===== src/common/csie_pkg.sv =====
package csie_pkg;

   ////////////////////////////////////////////////////////////////////////////
   // Register map, byte addresses
   localparam logic [7:0]  CSIE_OFS_ENCLR   = 8'h00;
   localparam logic [7:0]  CSIE_OFS_ENSET   = 8'h04;
   localparam logic [7:0]  CSIE_OFS_FLAG    = 8'h08;
   localparam logic [7:0]  CSIE_OFS_GUARD   = 8'h0c;
   localparam logic [7:0]  CSIE_OFS_STATUS  = 8'h10;

   ////////////////////////////////////////////////////////////////////////////
   // Field positions
   localparam int CSIE_BIT_PLL_TIMEOUT   = 17;
   localparam int CSIE_BIT_PLL_LOST      = 16;
   localparam int CSIE_BIT_PLL_GAINED    = 15;
   localparam int CSIE_BIT_BO_SYNC_RDY   = 11;
   localparam int CSIE_BIT_BO_DETECT     = 10;
   localparam int CSIE_BIT_BO_READY      = 9;
   localparam int CSIE_BIT_FLL_REF_STOP  = 8;
   localparam int CSIE_BIT_FLL_COARSE    = 7;
   localparam int CSIE_BIT_FLL_FINE      = 6;
   localparam int CSIE_BIT_FLL_OOB       = 5;
   localparam int CSIE_BIT_FLL_READY     = 4;
   localparam int CSIE_BIT_REF8M_READY   = 3;
   localparam int CSIE_BIT_INT32K_READY  = 2;
   localparam int CSIE_BIT_EXT32K_READY  = 1;
   localparam int CSIE_BIT_XTAL_READY    = 0;

   // Implemented bits 17:15, 11:0
   localparam logic [31:0] CSIE_IMPL_MASK   = 32'h0003_8fff;
   localparam logic [31:0] CSIE_RESET_EN    = 32'h0000_0000;
   localparam logic [31:0] CSIE_RESET_FLAG  = 32'h0000_0000;
   localparam logic        CSIE_RESET_GUARD = 1'b0;

endpackage : csie_pkg


===== src/common/csie_wr_if.sv =====
`timescale 1ns/10ps
interface csie_wr_if;
   logic        set_stb;
   logic        clr_stb;
   logic [31:0] wdata;
   logic [31:0] enable;

   modport ctrl (output set_stb, output clr_stb, output wdata, input enable);
   modport regs (input set_stb, input clr_stb, input wdata, output enable);
endinterface : csie_wr_if


===== src/hw/csie_enable_reg.sv =====
`timescale 1ns/10ps
module csie_enable_reg
   import csie_pkg::*;
(
   input wire logic  clk,
   input wire logic  rst_n,
   csie_wr_if.regs   wr
);

   typedef struct packed {
      logic [31:0] en;
   } csie_en_state_t;

   csie_en_state_t st_r;
   csie_en_state_t st_nxt;

   always_comb begin
      st_nxt = st_r;
      // Zero bits leave the enable untouched
      if (wr.set_stb) begin
         st_nxt.en = st_r.en | (wr.wdata & CSIE_IMPL_MASK);
      end
      if (wr.clr_stb) begin
         st_nxt.en = st_r.en & ~(wr.wdata & CSIE_IMPL_MASK);
      end
   end

   always_ff @(posedge clk or negedge rst_n) begin
      if (!rst_n) begin
         st_r.en <= CSIE_RESET_EN;
      end else begin
         st_r <= st_nxt;
      end
   end

   assign wr.enable = st_r.en;
endmodule : csie_enable_reg


===== src/hw/csie_top.sv =====
// Strobed register access is this design's own decision.
`timescale 1ns/10ps
////////////////////////////////////////////////////////////////////////////////
// Functional notes
// - A zero written to either enable register leaves that enable unchanged.
// - A one written to the clear-style register disables that interrupt.
// - A one written to the set-style register enables that interrupt.
// - Interrupt is requested while any enabled source has its flag set.
// - PLL timeout, lock-lost and lock-gained enables sit at bits 17, 16, 15.
// - Brown-out sync-ready, detect, ready at 11, 10, 9; FLL ref-stopped at 8.
// - FLL coarse, fine, bounds, ready at 7..4; oscillator readies at 3..0.
// - Enable bits read one when enabled, and reset to all zeros.
// - A flag sets on a rising edge of its status bit, whatever the enable.
// - Writing one to a flag clears it; zeros are ignored.
// - Enable writes are blocked while the write guard is active.
////////////////////////////////////////////////////////////////////////////////
module csie_top
   import csie_pkg::*;
(
   input  wire logic        CORE_CLK,
   input  wire logic        RESET_N,
   input  wire logic [7:0]  ADDR,
   input  wire logic [31:0] WDATA,
   input  wire logic        WR_STB,
   input  wire logic        RD_STB,
   input  wire logic [31:0] SRC_STATUS,
   output logic      [31:0] RDATA,
   output logic             IRQ
);

   ////////////////////////////////////////////////////////////////////////////
   // State

   typedef struct packed {
      logic [31:0] rdata;
      logic        irq;
      logic [31:0] flag;
      logic [31:0] status_d;
      logic        guard;
   } csie_state_t;

   csie_state_t st_r;
   csie_state_t st_nxt;

   csie_wr_if   wr_bus ();

   function automatic logic hit(input logic [7:0] a, input logic [7:0] ofs);
      hit = (a == ofs);
   endfunction : hit

   logic        en_write_ok;
   logic [31:0] enables;
   logic [31:0] rise;

   assign enables     = wr_bus.enable;
   assign en_write_ok = WR_STB && !st_r.guard;
   assign wr_bus.set_stb = en_write_ok && hit(ADDR, CSIE_OFS_ENSET);
   assign wr_bus.clr_stb = en_write_ok && hit(ADDR, CSIE_OFS_ENCLR);
   assign wr_bus.wdata   = WDATA;
   assign rise = SRC_STATUS & ~st_r.status_d & CSIE_IMPL_MASK;

   ////////////////////////////////////////////////////////////////////////////
   // Enable storage

   csie_enable_reg u_enable (
      .clk   (CORE_CLK),
      .rst_n (RESET_N),
      .wr    (wr_bus)
   );

   ////////////////////////////////////////////////////////////////////////////
   // Next state

   always_comb begin
      st_nxt          = st_r;
      st_nxt.status_d = SRC_STATUS;
      // Set beats clear in the same cycle
      if (WR_STB && hit(ADDR, CSIE_OFS_FLAG)) begin
         st_nxt.flag = st_r.flag & ~(WDATA & CSIE_IMPL_MASK);
      end
      st_nxt.flag = st_nxt.flag | rise;
      if (WR_STB && hit(ADDR, CSIE_OFS_GUARD)) begin
         st_nxt.guard = WDATA[0];
      end
      st_nxt.irq   = |(st_nxt.flag & enables);
      st_nxt.rdata = 32'h0000_0000;
      if (RD_STB) begin
         case (ADDR)
            CSIE_OFS_ENCLR:  st_nxt.rdata = enables & CSIE_IMPL_MASK;
            CSIE_OFS_ENSET:  st_nxt.rdata = enables & CSIE_IMPL_MASK;
            CSIE_OFS_FLAG:   st_nxt.rdata = st_r.flag;
            CSIE_OFS_GUARD:  st_nxt.rdata = {31'h0000_0000, st_r.guard};
            CSIE_OFS_STATUS: st_nxt.rdata = SRC_STATUS & CSIE_IMPL_MASK;
            default:         st_nxt.rdata = 32'h0000_0000;
         endcase
      end
   end

   always_ff @(posedge CORE_CLK or negedge RESET_N) begin
      if (!RESET_N) begin
         st_r.rdata    <= 32'h0000_0000;
         st_r.irq      <= 1'b0;
         st_r.flag     <= CSIE_RESET_FLAG;
         st_r.status_d <= 32'h0000_0000;
         st_r.guard    <= CSIE_RESET_GUARD;
      end else begin
         st_r <= st_nxt;
      end
   end

   assign RDATA = st_r.rdata;
   assign IRQ   = st_r.irq;
endmodule : csie_top


===== config.mk =====
export PLATFORM = sky130hd
export DESIGN_NAME = csie_top
export DESIGN_NICKNAME = d
export VERILOG_FILES = /design/src/common/csie_pkg.sv /design/src/common/csie_wr_if.sv /design/src/hw/csie_enable_reg.sv /design/src/hw/csie_top.sv
export SDC_FILE = /design/constraint.sdc
export NUM_CORES = 1
export LEC_CHECK = 0
export ABC_AREA = 1
export BUFFER_PORTS_ARGS = -buffer_cell sky130_fd_sc_hd__buf_2
export CAP_MARGIN = 30
export CORE_ASPECT_RATIO = 1.1
export CORE_MARGIN = 2
export CORE_UTILIZATION = 50
export CTS_CLUSTER_SIZE = 14
export DETAILED_ROUTE_END_ITERATION = 12
export PLACE_DENSITY = 0.81
export REMOVE_ABC_BUFFERS = 1
export SETUP_SLACK_MARGIN = 0.15
export SLEW_MARGIN = 15
export SYNTH_ARGS = -nofsm -noshare
export SYNTH_HDL_FRONTEND = slang
export SYNTH_SLANG_ARGS = --single-unit

===== constraint.sdc =====
create_clock -name CORE_CLK -period 2.08 [get_ports CORE_CLK]
set_input_delay 0.416 -clock CORE_CLK [delete_from_list [all_inputs] [get_ports CORE_CLK]]
set_output_delay 0.416 -clock CORE_CLK [all_outputs]
set_load 0.02 [all_outputs]

==> summary.md, run 1 <==
For the total standard cell area after synthesis, the log shows 3060 sq um. The switching component of the power was 562 uW. The tool flagged a number of max-cap violations equal to 0. The first routing iteration left 161 violations. The detailed-route vias per instance came out at 4.68. The critical path class was in -> reg.

The global-route total usage across every layer is 0.197, and the number of global-route vias before repair is 2268. The worst-case reg-to-reg path depth was 7; the synthesized-area fraction occupied by ao, oa, aoi and oai cells was 0.0679. The most instantiated library cell after synthesis was nand2_1. The total via count after detailed routing was 2313. The category of the worst setup path launch point is a primary input. Internal power comes to 1.76 mW. The run gives 0 as the number of antenna violations at the first check in global routing. Traced cell by cell, the critical path runs through buf_2 -> nor2_1 -> nand2_1 -> nor2_4 -> buf_12 -> nand3_2 -> nand2_1 -> nand2_2 -> nand2_1 -> nand2_1 -> inv_1 -> nand2_1 -> nor2_1 -> nand2_1. The critical-path cell with the highest stage delay was buf_12.

The final non-filler cell area came out at 3420 sq um. The logs give 9 for the total clock buffers created by CTS and 0 for the final hold violation count. After clock tree synthesis, the clock-pin slew on the worst setup and hold paths is 0.06 ns.

The placeable core region was 5840 sq um; the fmax was 645 MHz. Counting instances in the post-synthesis netlist gives the leading cell types as 117 x nand2_1, 62 x dfrtp_1, 52 x inv_1. The cell that appears most often on the critical path is nand2_1. Final max-slew violation count: 0. The area share of xor/xnor cells in the synthesized design works out to 0. The number of primary I/O pins is 109, and the data required time of the critical path is 2.30 ns. The run gives 0 as the antenna diode count. In this run the critical register-to-register path is launched from st_r[0]. STA classifies the critical path endpoint as a register. The post-detailed-route DRC marker count came out at 0. In the final design database the tool counted 489 nets.

Across the VDD grid, the largest voltage drop is 0.373 mV. The area growth from synthesis to layout is 11.8%. The run gives 0.530 ns as the setup slack of the critical path after layout. The tools report the data arrival at the endpoint of the critical path as 1.77 ns. Tracing the worst setup path back leads to its startpoint at ADDR[7]. Of all cell types, the one taking the most synthesized area is dfrtp_1. The logs give 1040 sq um for the multi-input combinational cell area and 543 for the number of fill cells in the layout. Yosys printed 0 warnings. The run gives 0.507 as the sequential element share of the synthesized area.

In this run the clock root is driven by a clkbuf_8. The share of total power in combinational logic was 0.071; the proportion of power drawn by the clock network was 0.400. Summed over all layers, the global routing overflow is 0. The number of buffers and inverters on the critical path is 3.

The total of cells resized after clock tree synthesis was 0; the cell area after placement was 3250 sq um. The run gives 0.34 ns as the insertion delay to the later sink of the worst-skew pair. The post-synthesis share of cell area spent on full adders, half adders and majority gates was 0.

The first global-routing pass estimated 10100 um of wire. Once detail routing completed, the nets flagged for antenna violations numbered 0. The flow ran to the end, and the final reports show no timing, DRC or antenna violations. The floorplan has 29 rows. The synthesized design contains 0 enable-type register cells. The post-synthesis share of cell area spent on and, or, nand and nor gates came out at 0.248.

The mean cell area of the mapped netlist is 8.36 sq um. The initial cell density of the core is 0.523, and the switching part of the total power is 0.242. Setup violations remaining at the end of the flow were counted as 0.

Synthesis handed over a netlist of 366 instances. The tools report the maximum clock skew at final layout as 0.00598 ns. The hold buffer count at CTS came out at 0. The total power density per cell area is 679 nW/um^2, and the summed negative setup slack over all endpoints is 0 ns. The post-synthesis mux area share is 0.00368, and the area enclosed by the die boundary is 6760 sq um. The number of post-CTS setup repair buffers is 0. The final layout contains routed wiring with a total length of 5970 um. The post-synthesis sequential element count works out to 62.

In this run the number of H-tree levels came out at 3. The die extent in x was 78.6 um. In this run, placement finished with an instance count of 479. The main flop type after synthesis was dfrtp_1. The worst-path maximum fanout is 30, and the global placer's final weighted congestion is 0.801.

The share of the cycle needed by the critical path after routing is 0.745, and the sequential group share of total power is 0.530. The final cell count without fillers is 494. Summed over all cells, the static leakage comes to 1.96 nW.

TritonCTS built the clock tree. The detail-routed net length per standard cell works out to 12.1 um. The flop-to-flop setup slack came out at 0.88 ns. Ranked by total cell area, the synthesized netlist is headed by dfrtp_1 51%, nand2_1 14%, buf_4 8.8%. In this run the worst hold path is classified as in -> async. Setup repair after global routing left no endpoint under its margin. The sink count of the clock tree was 62; the portion of synthesized cell area occupied by the leading cell type was 0.507. Before CTS, the worst setup slack after placement is 0.172 ns. The pre-antenna-repair detailed-routing pass consisted of 4 iterations. The pin count of the biggest net entering global routing was 63. The proportion of register bits with asynchronous set or reset after synthesis was 1.00. After synthesis, the largest family of logic cells by area is simple AND/OR/NAND/NOR gates. Fraction of final layout cells with drive strength greater than 1: 0.240. The logs give 26 for the number of distinct standard cells referenced by the synthesized netlist and 4050 um for the post-detailed-placement half-perimeter wirelength. The sequential cell area was 1550 sq um; the worst stage delay on the critical path was 0.20 ns. The minimum period implied by the final worst setup slack is 1.55 ns, and the vertical extent of the die is 86.0 um.

The family with the most delay on the worst path is simple AND/OR/NAND/NOR gates. Port buffering added 57 buffers. The tools report the maximum buffer depth of the clock tree as 2.
==> cell usage in the layout, fill, tap and decap left out, drive strengths merged <==
master,n
clkinv,1
nor3,1
o21ai,3
o211ai,11
clkbuf,14
nand3,17
a41oi,1
conb,17
and3b,1
nor2,25
inv,55
a21oi,15
nand2,125
o221ai,3
buf,63
nand4,2
mux2,1
dfrtp,62
==> worst max path at each step <==
stage / depth (start not counted) / end / slack (ns)
2_1_floorplan: 7 / register / 0.22
3_3_place_gp: 14 / IRQ / 0.22
3_5_place_dp: 14 / IRQ / 0.17
4_1_cts: 14 / IRQ / 0.53
5_1_grt: 14 / IRQ / 0.38
6_report: 14 / IRQ / 0.53
==> per-layer routing <==
metal,part of all wire,global-route usage,routed length (um)
met5,0,0,0
met4,0.028,0.113,165
met3,0.061,0.0432,362
met2,0.47,0.314,2810
met1,0.44,0.248,2630
==> final cells by class <==
cell class,count,area share
inverters,55,0.0604
multi-input cells,222,0.305
clock inverters,1,0.00146
flip-flops and latches,62,0.454
clock buffers,14,0.0476
well taps,77,0.0282
repair buffers,63,0.104
==> per-stage QoR <==
step	total power, mW	util	hold slack, ns
after global routing	2.43	0.585	0.103
after global placement	1.42	0.557	0.430
after detailed placement	1.42	0.557	0.436
after floorplan	1.31	-	0.120
after CTS	2.35	0.585	0.0889
final	2.32	0.585	0.0819
==> power by group through the flow <==
stage	Combinational, mW	Sequential [mW]	Clock [mW]
finish	0.165	1.23	0.928
global route	0.185	1.23	1.01
CTS	0.167	1.23	0.950
detailed placement	0.166	1.25	0
global placement	0.164	1.25	0
floorplan	0.0543	1.25	0
==> cell families after synthesis <==
logic type	Yosys count
and+or+nand+nor	171
AOI/OAI and AO/OA	33
DFF	62
buffers and inverters	98
muxes	1
other	1
Power figures use the tool's default switching activity.
==> run 2: changes to the inputs <==
- clock period: 2.08 -> 1.5 ns (I/O delays scaled with it)
==> run 2 against run 1 <==
Effect of this change:
- wire length increased by 12%
- clock skew about the same
- largest cell class unchanged
- critical path type unchanged
- first-iteration DRC count increased by 4.3%
==> summary.md, run 2 (synthesized netlist as in run 1, its figures left out) <==
The placeable core region was 5840 sq um (unchanged). The detailed-route vias per instance was 4.72 (was 4.68); the number of cell rows was 29 (unchanged). The sequential group share of total power is 0.522 (was 0.530), and the die extent in x is 78.6 um (unchanged). The final max-slew violation count was 0 (unchanged).

The static power due to leakage was 2.10 nW (was 1.96 nW). The area growth from synthesis to layout works out to 21.2% (was 11.8%). The sink count of the clock tree was 62 (unchanged). The run gives 0 (unchanged) as the final hold violation count. The worst hold-check path type was in -> reg (was in -> async).

The tools report the data arrival at the endpoint of the critical path as 1.61 ns (was 1.77 ns). Launch point of the worst path: ADDR[6] (was ADDR[7]). Maximum clock skew at final layout: 0.00617 ns (was 0.00598 ns). Number of fill cells in the layout: 492 (was 543).

Startpoint of the worst-slack reg-to-reg timing path: st_r[0] (unchanged). Critical path class: in -> reg (unchanged). For the cell area after placement, the log shows 3380 sq um (was 3250 sq um). The number of global-route vias before repair was 2342 (was 2268); the total length of routed wires was 6670 um (was 5970 um). The number of primary I/O pins is 109 (unchanged). The switching part of the total power is 0.245 (was 0.242).

Pin count of the biggest net entering global routing: 23 (was 63). The run gives 4460 um (was 4050 um) as the post-detailed-placement half-perimeter wirelength. Setup repair after global routing could not meet its margin everywhere. For the max-cap violation count, the log shows 0 (unchanged). The logs give 0.523 (unchanged) for the initial cell density of the core and 0.34 ns (about the same) for the insertion delay to the later sink of the worst-skew pair. The count of input and output buffers came out at 57 (unchanged). The number of failing setup endpoints in the final timing report came out at 0 (unchanged). The worst-case reg-to-reg path depth is 7 (unchanged), and the total clock buffers created by CTS is 9 (unchanged).

The logs give 511 (was 489) for the number of nets in the layout and 0.31 ns (was 0.88 ns) for the flop-to-flop setup slack. The detail-routed net length per standard cell came out at 12.9 um (was 12.1 um). The maximum buffer depth of the clock tree is 2 (unchanged), and the global-route total usage across every layer is 0.202 (was 0.197).

The share of the cycle needed by the critical path after routing is 0.927. The antenna diode count was 0 (unchanged); the share of total power in combinational logic was 0.082 (was 0.071). The final non-filler cell area was 3700 sq um (was 3420 sq um); the number of detailed-routing iterations run before antenna repair was 4 (unchanged). The tools report the global placer's final weighted congestion as 0.818 (was 0.801). For the total internal power, the log shows 2.47 mW (was 1.76 mW). The vertical extent of the die was 86.0 um (unchanged); the remaining antenna violation count was 0 (unchanged). Most frequent cells in the layout: 112 x nand2_1, 62 x dfrtp_1, 54 x buf_2 (was 117 x nand2_1, 62 x dfrtp_1, 57 x buf_2). Level count of the clock H-tree: 3 (unchanged). The tools report the endpoint kind of the worst setup timing path as a register (unchanged).

TritonCTS built the clock tree. Buffer type at the clock tree root: clkbuf_8 (unchanged). Data required time of the critical path: 1.72 ns (was 2.30 ns). The total power density per cell area was 883 nW/um^2 (was 679 nW/um^2). The category of the worst setup path launch point was a primary input (unchanged). The run finished with clean final reports. The maximum resistive drop on vdd is 0.582 mV (was 0.373 mV). The most common cell after layout, fill and taps aside was nand2_1 (unchanged). Timing would allow up to 719 MHz. The logs give 0.0752 ns (was 0.0819 ns) for the minimum hold slack and 800 uW (was 562 uW) for the switching component of the power. The tools report the post-detailed-route DRC marker count as 0 (unchanged). Subtracting the final worst setup slack from the clock period gives 1.39 ns. The clock input transition at the sequential cells of the worst setup and hold paths works out to 0.06 ns (about the same). Area enclosed by the die boundary: 6760 sq um (unchanged). Fraction of final layout cells with drive strength greater than 1: 0.298 (was 0.240). The tools report the end point of the critical path as IRQ (unchanged). The total via count after detailed routing is 2434 (was 2313), and the proportion of power drawn by the clock network is 0.396 (was 0.400). The overall power after layout was 3.27 mW (was 2.32 mW); the first-pass GRT wire length was 10300 um (was 10100 um). The tools report the sum of overflow across all layers after global routing as 0 (unchanged). The logs give 168 (was 161) for the DRC marker count from the first detailed-route iteration and 0 (unchanged) for the number of antenna violations at the first check in global routing. The worst-path maximum fanout is 6 (was 30).
run 2: cell types whose count changed in the layout (fill, tap and decap cells not counted), moves of 2 or more:
cell / change
nor2_4: +3
buf_12: +2
nand2_2: +5
buf_4: +16
buf_6: +5
buf_2: -3
nand2_1: -5
nor2_1: -3
run 2: per-layer routing:
| layer | global-route usage | share of wire |
|---|---|---|
| met5 | 0 | 0 |
| met4 | 0.0909 | 0.030 |
| met3 | 0.0579 | 0.057 |
| met2 | 0.326 | 0.50 |
| met1 | 0.254 | 0.41 |
run 2: area by class of cell:
type / instances / area [sq um] / share of cell area
tap: 77 / 96.3 / 0.0260
inverter: 55 / 209 / 0.0564
clock inverter: 1 / 5.00 / 0.00135
timing repair buffer: 85 / 592 / 0.160
sequential: 62 / 1550 / 0.419
multi-input combinational: 222 / 1090 / 0.294
clock buffer: 14 / 163 / 0.0439
run 2: power by group through the flow:
stage               logic (mW)  registers (mW)  clock network (mW)
finish                   0.268            1.71                1.30
global route             0.297            1.71                1.41
CTS                      0.257            1.71                1.32
detailed placement       0.254            1.74                   0
global placement         0.248            1.74                   0
floorplan               0.0752            1.74                   0
run 2: repair_timing:
| item | 4_1_cts | 5_1_grt |
|---|---|---|
| setup endpoints to repair | 1 | 19 |
| buffers inserted | 0 | 6 |
| hold endpoints to repair | 10 | 0 |
| pin swaps | 1 | 11 |
| cloned | 0 | 1 |
| hold buffers | 1 | 0 |
| gates resized for setup | 0 | 19 |
run 2: per-stage QoR:
| step | setup TNS [ns] | instances | setup slack [ns] | util |
|---|---|---|---|---|
| after global placement | -1.02 | 493 | -0.181 | 0.579 |
| after detailed placement | -2.09 | 493 | -0.217 | 0.579 |
| after global routing | 0 | 516 | 0.0374 | 0.634 |
| after CTS | 0 | 509 | 0.155 | 0.609 |
| final | 0 | 516 | 0.109 | 0.634 |
| after floorplan | -1.46 | 339 | -0.241 | - |
run 2: critical path: stages:
cell and delay, ns:
buf_6 0.10, nor2_4 0.10, nand2_2 0.08, nor2_4 0.21, buf_12 0.16, nand3_2 0.06
nand2_1 0.08, nand2_1 0.07, nand2_1 0.08, nand2_1 0.06, inv_1 0.06, nand2_2 0.06
nor2_2 0.12, nand2_1 0.07
run 2: how the worst min path moves through the flow:
stage / cells past startpoint / endpoint / startpoint
final: 1 / st_r[16] / SRC_STATUS[15]
after global routing: 1 / st_r[16] / SRC_STATUS[15]
after CTS: 1 / st_r[16] / SRC_STATUS[15]
after detailed placement: 1 / RDATA[9] / RESET_N
after global placement: 1 / RDATA[9] / RESET_N
after floorplan: 0 / IRQ / RESET_N
